==> src/assc_pkg.sv <==
/*
 * Constants, field layouts and state types of the serial channel.
 * Assumes a 32-bit AHB-Lite register bus with one word per register.
 */
package assc_pkg;
  ////////////////////////////////////////////////////////////////////////
  // Register word indices (byte address is four times the index)
  localparam logic [2:0] ASSC_IDX_CTRL = 3'h0; // Control
  localparam logic [2:0] ASSC_IDX_BAUD = 3'h1; // Baud reload
  localparam logic [2:0] ASSC_IDX_TXD = 3'h2; // Transmit buffer
  localparam logic [2:0] ASSC_IDX_RXD = 3'h3; // Receive buffer
  localparam logic [2:0] ASSC_IDX_STAT = 3'h4; // Sticky events
  localparam logic [2:0] ASSC_IDX_MASK = 3'h5; // Event mask
  localparam logic [2:0] ASSC_IDX_LAST = 3'h5; // Highest mapped index

  // Baud generator width and value after reset
  localparam int ASSC_BRG_W = 16;
  localparam logic [15:0] ASSC_BAUD_RST = 16'h0000;

  // Frame bit counts
  localparam logic [3:0] ASSC_ASYNC_BITS = 4'ha; // Start, 8 data, stop
  localparam logic [3:0] ASSC_DATA_BITS = 4'h8; // Data bits per byte

  ////////////////////////////////////////////////////////////////////////
  // Control word, bit 0 is en
  typedef struct packed {
    logic ren;  // Receiver enable
    logic fchk; // Framing check enable
    logic loop; // Internal loopback
    logic wake; // Accept only frames with ninth bit set
    logic odd;  // Odd parity
    logic par;  // Parity in ninth bit
    logic two;  // Two stop bits
    logic nine; // Nine data bits
    logic sync; // Synchronous half duplex
    logic en;   // Channel enable
  } assc_ctrl_t;

  // Event layout of status and mask, bit 0 is tx
  typedef struct packed {
    logic ovr;  // Overrun error
    logic ferr; // Framing error
    logic perr; // Parity error
    logic rx;   // Byte received
    logic tbe;  // Transmit buffer empty
    logic tx;   // Transmission done
  } assc_evt_t;

  // Line pins
  typedef struct packed {
    logic tx_pin;   // Async data out, or sync shift clock
    logic data_out; // Sync data out
    logic data_oe;  // Sync data drive enable
  } assc_pins_t;

  typedef enum logic [1:0] {
    ASSC_TX_IDLE, ASSC_TX_ASYNC, ASSC_TX_SYNC
  } assc_tx_st_t;

  typedef enum logic [1:0] {
    ASSC_RX_IDLE, ASSC_RX_START, ASSC_RX_DATA, ASSC_RX_STOP
  } assc_rx_st_t;

  // Whole module state
  typedef struct packed {
    assc_ctrl_t ctrl;
    logic [15:0] baud;
    assc_evt_t mask;
    assc_evt_t stat;
    logic [8:0] txbuf;
    logic txfull;
    logic [8:0] rxbuf;
    logic rxfull;
    assc_tx_st_t tx_st;
    logic [15:0] tx_cnt;
    logic [3:0] tx_bits;
    logic [11:0] tx_sh;
    logic tx_ph;
    logic tx_rcv;
    assc_pins_t pins;
    assc_rx_st_t rx_st;
    logic [15:0] rx_cnt;
    logic [3:0] rx_bits;
    logic [8:0] rx_sh;
    logic rx_prev;
    logic a_vld;
    logic a_wr;
    logic [2:0] a_idx;
    logic [31:0] rdata;
  } assc_state_t;
endpackage : assc_pkg

==> src/assc_channel.sv <==
/*
 * Asynchronous/synchronous serial channel with AHB-Lite registers.
 * Assumes one AHB-Lite master, single word transfers, inputs already
 * synchronous to mclk.
 */
// Functional notes
// RL1: Async full duplex, sync half duplex
// RL2: Own baud generator sets bit rate
// RL3: Four separate interrupt request outputs
// RL4: Start bit, then eight or nine bits
// RL5: One or two stop bits
// RL6: Wake-up bit marks address frames
// RL7: Sync bytes, shift clock driven here
// RL8: Least significant bit first always
// RL9: Loopback routes transmit into receiver
// RL10: Parity generated and checked, error flagged
// RL11: Missing stop bit flags framing error
// RL12: Unread buffer on new byte: overrun
// RL13: Idle and stop high, start low
// RL14: Errors sticky until cleared, raise irq
`timescale 1ns/10ps
module assc_channel
  import assc_pkg::*;
(
  input wire logic mclk,
  input wire logic rst_b,
  input wire logic hsel,
  input wire logic [31:0] haddr,
  input wire logic [1:0] htrans,
  input wire logic hwrite,
  input wire logic [2:0] hsize,
  input wire logic [31:0] hwdata,
  input wire logic hready,
  output logic [31:0] hrdata,
  output logic hreadyout,
  output logic hresp,
  input wire logic data_in,
  output assc_pins_t pins,
  output logic [3:0] irq_vec,
  output logic irq
);
  //////////////////////////////////////////////////////////////////////////
  // State and next state
  assc_state_t s; // Registered state
  assc_state_t n; // Next state
  assc_evt_t ev; // Events of this cycle
  logic rx_line; // Receiver input after loopback
  logic dlv; // Deliver a byte to the receive buffer
  logic [8:0] dlv_w; // Byte being delivered
  logic tx_load; // Transmit buffer moves into shifter
  logic [8:0] rx_w; // Async word at stop bit
  logic ninth; // Ninth transmit bit

  // Loopback picks the own line
  always_comb begin
    if (s.ctrl.loop) begin
      rx_line = s.ctrl.sync ? s.pins.data_out : s.pins.tx_pin; // RL9
    end else begin
      rx_line = data_in;
    end
  end

  //////////////////////////////////////////////////////////////////////////
  // Next state logic
  always_comb begin
    n = s;
    ev = '0;
    dlv = 1'b0;
    dlv_w = '0;
    tx_load = 1'b0;
    rx_w = s.ctrl.nine ? s.rx_sh : {1'b0, s.rx_sh[8:1]};
    ninth = s.ctrl.par ? (^s.txbuf[7:0] ^ s.ctrl.odd) : s.txbuf[8]; // RL10
    // Address phase: capture, reads answer now
    n.a_vld = hsel && hready && htrans[1];
    n.a_wr = hwrite;
    n.a_idx = haddr[4:2];
    if (n.a_vld && !hwrite) begin
      unique case (haddr[4:2])
        ASSC_IDX_CTRL: n.rdata = 32'(s.ctrl);
        ASSC_IDX_BAUD: n.rdata = 32'(s.baud);
        ASSC_IDX_TXD: n.rdata = {22'h0, s.txfull, s.txbuf};
        ASSC_IDX_RXD: begin
          n.rdata = {22'h0, s.rxfull, s.rxbuf};
          n.rxfull = 1'b0; // Read empties buffer
        end
        ASSC_IDX_STAT: begin
          n.rdata = 32'(s.stat);
          n.stat = '0; // Read clears, events below win
        end
        ASSC_IDX_MASK: n.rdata = 32'(s.mask);
        default: n.rdata = 32'h0000_0000; // Unmapped reads zero
      endcase
    end
    // Data phase writes
    if (s.a_vld && s.a_wr) begin
      unique case (s.a_idx)
        ASSC_IDX_CTRL: n.ctrl = assc_ctrl_t'(hwdata[9:0]);
        ASSC_IDX_BAUD: n.baud = hwdata[15:0]; // RL2
        ASSC_IDX_TXD: begin
          n.txbuf = hwdata[8:0];
          n.txfull = 1'b1;
        end
        ASSC_IDX_MASK: n.mask = assc_evt_t'(hwdata[5:0]);
        default: ; // Others ignore writes
      endcase
    end

    // Transmit engine, also runs sync receive
    unique case (s.tx_st)
      ASSC_TX_IDLE: begin
        n.pins.tx_pin = 1'b1; // RL13
        n.pins.data_oe = 1'b0;
        if (s.ctrl.en && s.txfull) begin
          tx_load = 1'b1;
          // A write landing now refills the buffer, it must not be lost
          n.txfull = s.a_vld && s.a_wr && (s.a_idx == ASSC_IDX_TXD);
          ev.tbe = 1'b1;
          n.tx_cnt = s.baud; // RL2
          n.tx_ph = 1'b0;
          if (s.ctrl.sync) begin
            n.tx_st = ASSC_TX_SYNC; // RL1
            n.tx_sh = {4'h0, s.txbuf[7:0]};
            n.tx_bits = ASSC_DATA_BITS; // RL7
            n.tx_rcv = s.ctrl.ren;
            n.pins.tx_pin = 1'b0; // RL7
            n.pins.data_out = s.txbuf[0]; // RL8
            n.pins.data_oe = !s.ctrl.ren;
          end else begin
            n.tx_st = ASSC_TX_ASYNC;
            n.tx_sh = s.ctrl.nine ? {2'b11, ninth, s.txbuf[7:0], 1'b0}
                                  : {3'b111, s.txbuf[7:0], 1'b0}; // RL4
            n.tx_bits = ASSC_ASYNC_BITS + {3'h0, s.ctrl.nine}
                        + {3'h0, s.ctrl.two}; // RL5
            n.pins.tx_pin = 1'b0; // RL13
          end
        end
      end
      ASSC_TX_ASYNC: begin
        if (s.tx_cnt != 16'h0000) begin
          n.tx_cnt = s.tx_cnt - 16'h0001;
        end else begin
          n.tx_cnt = s.baud;
          if (s.tx_bits == 4'h1) begin
            n.tx_st = ASSC_TX_IDLE;
            n.pins.tx_pin = 1'b1;
            ev.tx = 1'b1;
          end else begin
            n.tx_sh = {1'b1, s.tx_sh[11:1]}; // RL8
            n.pins.tx_pin = s.tx_sh[1];
            n.tx_bits = s.tx_bits - 4'h1;
          end
        end
      end
      ASSC_TX_SYNC: begin
        if (s.tx_cnt != 16'h0000) begin
          n.tx_cnt = s.tx_cnt - 16'h0001;
        end else begin
          n.tx_cnt = s.baud;
          n.tx_ph = !s.tx_ph;
          if (!s.tx_ph) begin
            // Rising shift clock samples the data line
            n.pins.tx_pin = 1'b1;
            n.rx_sh = {rx_line, s.rx_sh[8:1]}; // RL8
          end else if (s.tx_bits == 4'h1) begin
            n.tx_st = ASSC_TX_IDLE;
            n.pins.tx_pin = 1'b1;
            n.pins.data_oe = 1'b0;
            ev.tx = !s.tx_rcv;
            dlv = s.tx_rcv;
            dlv_w = {1'b0, s.rx_sh[8:1]};
          end else begin
            n.pins.tx_pin = 1'b0;
            n.tx_sh = {1'b0, s.tx_sh[11:1]};
            n.pins.data_out = s.tx_sh[1]; // RL8
            n.tx_bits = s.tx_bits - 4'h1;
          end
        end
      end
      default: n.tx_st = ASSC_TX_IDLE;
    endcase

    // Async receive engine, runs beside transmit
    n.rx_prev = rx_line;
    if (!s.ctrl.en || !s.ctrl.ren || s.ctrl.sync) begin
      n.rx_st = ASSC_RX_IDLE;
    end else begin
      unique case (s.rx_st)
        ASSC_RX_IDLE: begin
          if (s.rx_prev && !rx_line) begin // RL13
            n.rx_st = ASSC_RX_START; // RL1
            n.rx_cnt = {1'b0, s.baud[15:1]};
          end
        end
        ASSC_RX_START: begin
          if (s.rx_cnt != 16'h0000) begin
            n.rx_cnt = s.rx_cnt - 16'h0001;
          end else begin
            n.rx_cnt = s.baud;
            n.rx_bits = ASSC_DATA_BITS + {3'h0, s.ctrl.nine}; // RL4
            n.rx_st = rx_line ? ASSC_RX_IDLE : ASSC_RX_DATA;
          end
        end
        ASSC_RX_DATA: begin
          if (s.rx_cnt != 16'h0000) begin
            n.rx_cnt = s.rx_cnt - 16'h0001;
          end else begin
            n.rx_cnt = s.baud;
            n.rx_sh = {rx_line, s.rx_sh[8:1]}; // RL8
            n.rx_bits = s.rx_bits - 4'h1;
            if (s.rx_bits == 4'h1) begin
              n.rx_st = ASSC_RX_STOP;
            end
          end
        end
        ASSC_RX_STOP: begin
          if (s.rx_cnt != 16'h0000) begin
            n.rx_cnt = s.rx_cnt - 16'h0001;
          end else begin
            n.rx_st = ASSC_RX_IDLE;
            ev.ferr = s.ctrl.fchk && !rx_line; // RL11
            if (!s.ctrl.wake || rx_w[8]) begin // RL6
              dlv = 1'b1;
              dlv_w = rx_w;
              ev.perr = s.ctrl.par && (^rx_w ^ s.ctrl.odd); // RL10
            end
          end
        end
        default: n.rx_st = ASSC_RX_IDLE;
      endcase
    end

    // Delivery into receive buffer
    if (dlv) begin
      ev.ovr = n.rxfull; // RL12
      n.rxbuf = dlv_w;
      n.rxfull = 1'b1;
      ev.rx = 1'b1;
    end
    n.stat = n.stat | ev; // RL14
  end

  //////////////////////////////////////////////////////////////////////////
  // State register
  always_ff @(posedge mclk) begin
    if (!rst_b) begin
      s <= '0;
      s.baud <= ASSC_BAUD_RST;
      s.pins.tx_pin <= 1'b1;
      s.rx_prev <= 1'b1;
    end else begin
      s <= n;
    end
  end

  //////////////////////////////////////////////////////////////////////////
  // Outputs
  assign hrdata = s.rdata;
  assign hreadyout = 1'b1; // Zero wait states
  assign hresp = 1'b0; // Always OKAY
  assign pins = s.pins;
  // Transmit, buffer empty, receive and error vectors
  assign irq_vec[0] = s.stat.tx && s.mask.tx; // RL3
  assign irq_vec[1] = s.stat.tbe && s.mask.tbe; // RL3
  assign irq_vec[2] = s.stat.rx && s.mask.rx; // RL3
  assign irq_vec[3] = |(s.stat[5:3] & s.mask[5:3]); // RL14
  assign irq = |irq_vec;
endmodule : assc_channel

==> config.mk <==
export PLATFORM = sky130hd
export DESIGN_NAME = assc_channel
export DESIGN_NICKNAME = d
export VERILOG_FILES = /design/src/assc_pkg.sv /design/src/assc_channel.sv
export SDC_FILE = /design/constraint.sdc
export NUM_CORES = 1
export LEC_CHECK = 0
export CORE_ASPECT_RATIO = 0.7
export CORE_MARGIN = 2
export CORE_UTILIZATION = 64
export DETAILED_ROUTE_END_ITERATION = 8
export DONT_BUFFER_PORTS = 1
export GPL_TIMING_DRIVEN = 0
export PLACE_DENSITY = 0.8
export SYNTH_ARGS = -nofsm -noshare
export SYNTH_HDL_FRONTEND = slang
export SYNTH_SLANG_ARGS = --single-unit
==> constraint.sdc <==
create_clock -name mclk -period 2.8 [get_ports mclk]
set_input_delay 0.56 -clock mclk [delete_from_list [all_inputs] [get_ports mclk]]
set_output_delay 0.56 -clock mclk [all_outputs]
set_load 0.005 [all_outputs]
== Yosys cells after proc, flatten, opt, wreduce, memory -nomap -nowiden ==
Index checks and enable logic that the tools add are counted.
Word-level totals
  memories: 0
  output and inout port bits: 42
  ROM bits: 0
  memory bits (writable): 0
  latch bits: 0
  register bits after elaboration: 166
  logic and storage cells: 227
Cells by class
  reduce and logical (&&, ||, !) cells: 51
  shift-type cells: 0
  bitwise logic cells: 6
  div/mod/pow operators: 0
  equality and inequality tests: 29
  muxes and demuxes: 89
  add/subtract/negate cells: 7
  multiply operators: 0
  order comparisons: 0
Operator list (count)
  2-to-1 mux 16 bit: 8
  case mux 16 bit (6 select lines): 1
  case mux 32 bit (3 select lines): 1
  2-to-1 mux 9 bit: 10
  case mux 18 bit (4 select lines): 1
  2-to-1 mux 39 bit: 1
  2-to-1 mux 1 bit: 34
  2-to-1 mux 8 bit: 4
  nonzero test 16 bit: 2
  subtractor 16 x 1 -> 16 bit, second input constant: 2
  2-to-1 mux 2 bit: 15
  != test 2 bit, second input constant: 14
  2-to-1 mux 18 bit: 1
  2-to-1 mux 17 bit: 1
  2-to-1 mux 13 bit: 1
  logical AND 1 bit: 12
  2-to-1 mux 6 bit: 2
  AND reduction 3 bit: 4
  AND reduction 4 bit: 3
  2-to-1 mux 10 bit: 1
  AND reduction 2 bit: 5
  equality test 3 x 2 -> 1 bit, second input constant: 3
  equality test 3 bit, second input constant: 3
  parity 9 bit: 1
  31 further kinds: 52

== Longest topological paths before layout ==
  depth after elaboration: 11
  mapped depth: 10
  mapped depth without buffers: 8

== Worst setup path after synthesis ==
No wires, ideal clock.
  path type: register -> register
  from: register s[95] in the netlist's numbering
  to: register s[46] in the netlist's numbering
  setup time: 0.065 ns
  required time: 2.735 ns
  buffers on the path: 3
  clock period less this slack: 2.326 ns
  stages on the path, launching flop included: 10
  setup slack: 0.474 ns
  arrival time: 2.261 ns
  cells stage by stage: dfxtp_1 > or4_4 > or2_1 > buf_6 > or2_1 > buf_6 > o22ai_2 > buf_6 > mux2_1 > nor2_1
On the way
  longest elaborated chain between the ends: 6
RTL lines
  from (decl): line assc_channel.sv:44  | assc_state_t s;
  from (signal assigned): line assc_channel.sv:251  | s <= n;
  nonzero test 16 bit *: line assc_channel.sv:155  | if (s.tx_cnt != 16'h0000) begin
  2-to-1 mux 9 bit *: line assc_channel.sv:155
  2-to-1 mux 9 bit *: line assc_channel.sv:109  | unique case (s.tx_st)
  2-to-1 mux 13 bit: line assc_channel.sv:204  | if (s.rx_cnt != 16'h0000) begin
  2-to-1 mux 9 bit: line assc_channel.sv:187  | unique case (s.rx_st)
  2-to-1 mux 9 bit *: line assc_channel.sv:184  | if (!s.ctrl.en || !s.ctrl.ren || s.ctrl.sync) begin
Every way passes the cells marked *; elsewhere a longest branch is shown, timed or not. The select of a mux whose other input is x is not followed.
A chain may end at the register's enable or synchronous reset.

== Final worst setup path ==
  from: register s[95] in the netlist's numbering
  to: register s[133] in the netlist's numbering
On the way
  longest elaborated chain between the ends: 9
RTL lines
  nonzero test 16 bit *: line assc_channel.sv:155
  2-to-1 mux 1 bit *: line assc_channel.sv:155
  2-to-1 mux 1 bit *: line assc_channel.sv:109
  2-to-1 mux 1 bit: line assc_channel.sv:221  | if (!s.ctrl.wake || rx_w[8]) begin
  2-to-1 mux 1 bit: line assc_channel.sv:216  | if (s.rx_cnt != 16'h0000) begin
  2-to-1 mux 1 bit: line assc_channel.sv:187
  2-to-1 mux 1 bit *: line assc_channel.sv:184
  2-to-1 mux 1 bit *: line assc_channel.sv:233  | if (dlv) begin
  OR 6 bit *: line assc_channel.sv:239  | n.stat = n.stat | ev;
Every way passes the cells marked *; elsewhere a longest branch is shown, timed or not.

==> insert_results.sql <==
INSERT INTO impl_metrics (metric_group, metric, value, unit) VALUES
('placement', 'placed_cell_area', '0.008566', 'mm^2'),
('synth', 'synthXorXnorAreaFrac', '3.496', '%'),
('synth', 'ys_async_sr_fraction', '0', '%'),
('placement', 'hpwl', '17740', 'um'),
('sta', 'final-max-slew-violation-count', '0', ''),
('worst_setup_path', 'worstSetupStartpointType', 'register', ''),
('power', 'sw_power', '1086', 'uW'),
('status', 'violations', 'DRC', ''),
('synth', 'synth_seq_area_share', '35.93', '%'),
('grt', 'globalRouteTotalUtil', '36.94', '%'),
('synth', 'synth-warning-count', '0', ''),
('grt', 'globalRoute.totalOverflow', '0', ''),
('final_layout', 'n_antenna_cell', '0', ''),
('floorplan', 'start_util', '66.16', '%'),
('grt', 'grt_max_degree', '17', ''),
('job', 'cap_violations', '0', ''),
('worst_setup_path', 'worstReg2RegStart', 's[95]', ''),
('sta', 'finalHoldViolCount', '0', ''),
('sta', 'final_worst_clock_skew', '9.977', 'ps'),
('floorplan', 'die_y', '99.30', 'um'),
('final_layout', 'syn_to_final_growth', '11.39', '%'),
('sta', 'finalHoldWorstSlack', '250.3', 'ps'),
('status', 'run_status', 'complete, but fails checks', ''),
('synth', 'compound_gate_fraction_of_synth_area', '18.34', '%'),
('final_layout', 'layout.nets', '1136', ''),
('drt', 'drtPass1Iterations', '9', ''),
('final_layout', 'stdcell_area', '0.009249', 'mm^2'),
('placement', 'placed_cells', '1186', ''),
('cts', 'clock_tree.buffer_depth', '2', ''),
('sta', 'rsz0062_at_grt', 'no', ''),
('final_layout', 'drive_above_1_share', '11.17', '%'),
('worst_setup_path', 'critical_path.reg2reg.endpoint', 's[133]', ''),
('power', 'ir_worst_vdd', '0.4939', 'mV'),
('worst_setup_path', 'timing.critical_path.slowest_cell_delay', '550', 'ps'),
('floorplan', 'floorplan.core_area', '0.01255', 'mm^2'),
('worst_setup_path', 'ff2ff_path_depth', '8', ''),
('worst_setup_path', 'launching_element_of_the_worst_setup_path', 's[95]', ''),
('final_layout', 'stdcell_count', '1218', ''),
('worst_setup_path', 'crit_chain', 'or4_4 -> or2_1 -> buf_6 -> nor4_1 -> buf_2 -> nor2_1 -> o21ai_0 -> and2_1', ''),
('drt', 'dr.first_iter.drc_count', '1062', ''),
('worst_setup_path', 'critical_path_peak_fanout', '9', ''),
('power', 'static-leakage-power', '0.003520', 'uW'),
('sta', 'slew-limit-headroom', '20.72', '%'),
('synth', 'synthDistinctLibCells', '72', ''),
('power', 'power.share.sequential', '44.1', '%'),
('floorplan', 'number_of_standard_cell_rows_in_the_floorplan', '34', ''),
('synth', 'yosys.area_share.simple', '21.28', '%'),
('synth', 'postSynth.topFlopCell', 'dfxtp_1', ''),
('sta', 'worst_pin_slew', '1173', 'ps'),
('worst_setup_path', 'critical_path.endpoint', 's[133]', ''),
('worst_setup_path', 'setup.worst_path.class', 'register to register', ''),
('cts', 'cts_made_buffers', '17', ''),
('sta', 'period_minus_slack', '2702', 'ps'),
('synth', 'flip_flop_and_latch_count_after_synthesis', '149', ''),
('drt', 'via_count', '7893', ''),
('worst_setup_path', 'worst-endpoint-arrival', '3070', 'ps'),
('drt', 'route.detailed.drc', '3', ''),
('synth', 'synth_top_family_by_area', 'simple AND/OR/NAND/NOR gates', ''),
('floorplan', 'fp.dieW', '140.1', 'um'),
('synth', 'synthesis.area_per_instance', '8.237', 'um^2'),
('cts', 'cts_hold_bufs', '0', ''),
('floorplan', 'floorplan.die_area', '0.01391', 'mm^2'),
('synth', 'synth-edff-count', '0', ''),
('synth', 'synthCells', '1008', ''),
('grt', 'vias_in_the_first_global_route', '7097', ''),
('worst_setup_path', 'critical_path_required', '3170', 'ps'),
('sta', 'setup_viol', '0', ''),
('placement', 'gp_congestion', '0.9966', ''),
('cts', 'clk_root_buffer_cell', 'clkbuf_16', ''),
('floorplan', 'design.portCount', '117', ''),
('worst_setup_path', 'worst-r2r-setup-slack', '100', 'ps');
[per-layer routing]
layer	share of wire, %	up-vias	track usage (%)	wire length (um)
met4	3.1	0	12.20	803
met2	39	568	50.55	10050
met5	0	-	0	0
li1	-	3615	-	-
met1	42	3628	52.99	10620
met3	16	82	14.59	4022
[state kept, by name, summed over array words and instances, names as in the netlist, named ones only]
signal,count
s,129
pins,3
hrdata,16
[area by class of cell]
class	instances	area, um^2
fillers	997	3301
multi-input cells	745	4732
clock buffers	20	466.7
plain buffers	103	571.8
clock inverters	12	187.7
inverters	26	97.59
flip-flops and latches	149	2983
well taps	162	202.7
repair buffers	1	7.507
[logic make-up (layout without fill, tap and decap cells)]
group | Yosys count | in the layout
and+or+nand+nor | 362 | 362
adders and majority gates | 18 | 18
DFF | 149 | 149
AOI/OAI and AO/OA | 243 | 243
buffers and inverters | 130 | 162
muxes | 74 | 74
xor gates and xnor gates | 30 | 30
other | 2 | 18
[what timing repair did]
item / 4_1_cts / 5_1_grt
gates resized for setup: 1 / 13
setup endpoints to repair: 8 / 28
setup buffers: 0 / 1
gates cloned: 0 / 0
[power groups by stage]
stage	Sequential, uW	Combinational (uW)	Clock, uW
after detailed placement	2180	140	0
after floorplan	2180	103	0
after global routing	2130	156	2650
final	2130	149	2560
after global placement	2180	139	0
after CTS	2130	141	2550
[synthesized netlist by cell type (5+ instances only)]
cell type | instances | area, um^2
a211oi_1 | 20 | 150.1
a21oi_1 | 84 | 420.4
a221oi_1 | 7 | 61.31
a22oi_1 | 6 | 45.04
a31oi_1 | 7 | 43.79
a32oi_1 | 5 | 43.79
and2_1 | 7 | 43.79
buf_1 | 8 | 30.03
buf_4 | 38 | 285.3
clkbuf_1 | 49 | 183.9
dfxtp_1 | 149 | 2983
ha_1 | 18 | 225.2
inv_1 | 26 | 97.59
mux2_2 | 9 | 101.4
mux2i_1 | 57 | 570.6
mux4_2 | 7 | 157.7
nand2_1 | 100 | 375.4
nand2b_1 | 8 | 50.05
nand3_1 | 42 | 210.2
nor2_1 | 105 | 394.1
nor2b_1 | 18 | 112.6
nor3_1 | 21 | 105.1
nor4_1 | 12 | 75.07
o21ai_0 | 52 | 260.3
o22ai_1 | 10 | 62.56
o31ai_1 | 6 | 45.04
o41ai_1 | 9 | 78.83
or2_2 | 5 | 31.28
or3_1 | 7 | 43.79
or4_1 | 5 | 37.54
xnor2_1 | 17 | 148.9
xor2_1 | 11 | 96.34
[cells in the final DEF (no fill, tap or decap), types with 20 or more instances in the layout]
cell / synthesis / layout
a21oi_1: 84 / 83
a211oi_1: 20 / 20
nor2_1: 105 / 105
clkbuf_1: 49 / 43
mux2i_1: 57 / 57
inv_1: 26 / 26
dfxtp_1: 149 / 149
nand2_1: 100 / 100
o21ai_0: 52 / 52
buf_4: 38 / 39
nor3_1: 21 / 21
nand3_1: 42 / 42
[per-stage QoR]
step | setup WS [ps] | utilization (%)
floorplan | 474.2 | -
global placement | -145.9 | 68.26
detailed placement | -69.92 | 68.26
CTS | 33.27 | 73.48
global route | 5.479 | 73.70
finish | 98.03 | 73.70
[worst max-delay path, delay by kind of cell (launching register included)]
| kind | cells | cell delay, ps |
|---|---|---|
| buffers and inverters | 2 | 520 |
| AND/OR/NAND/NOR | 5 | 1610 |
| flip-flops | 1 | 340 |
| AO/OA/AOI/OAI | 1 | 190 |
[worst min path at each step]
stage / to / slack [ps]
final: s[35] / 250
after detailed placement: hrdata[13] / 450
after floorplan: hrdata[13] / 430
after global routing: s[35] / 250
after CTS: s[35] / 250
after global placement: s[102] / 450
No activity file was read; power rests on OpenSTA's default activity.
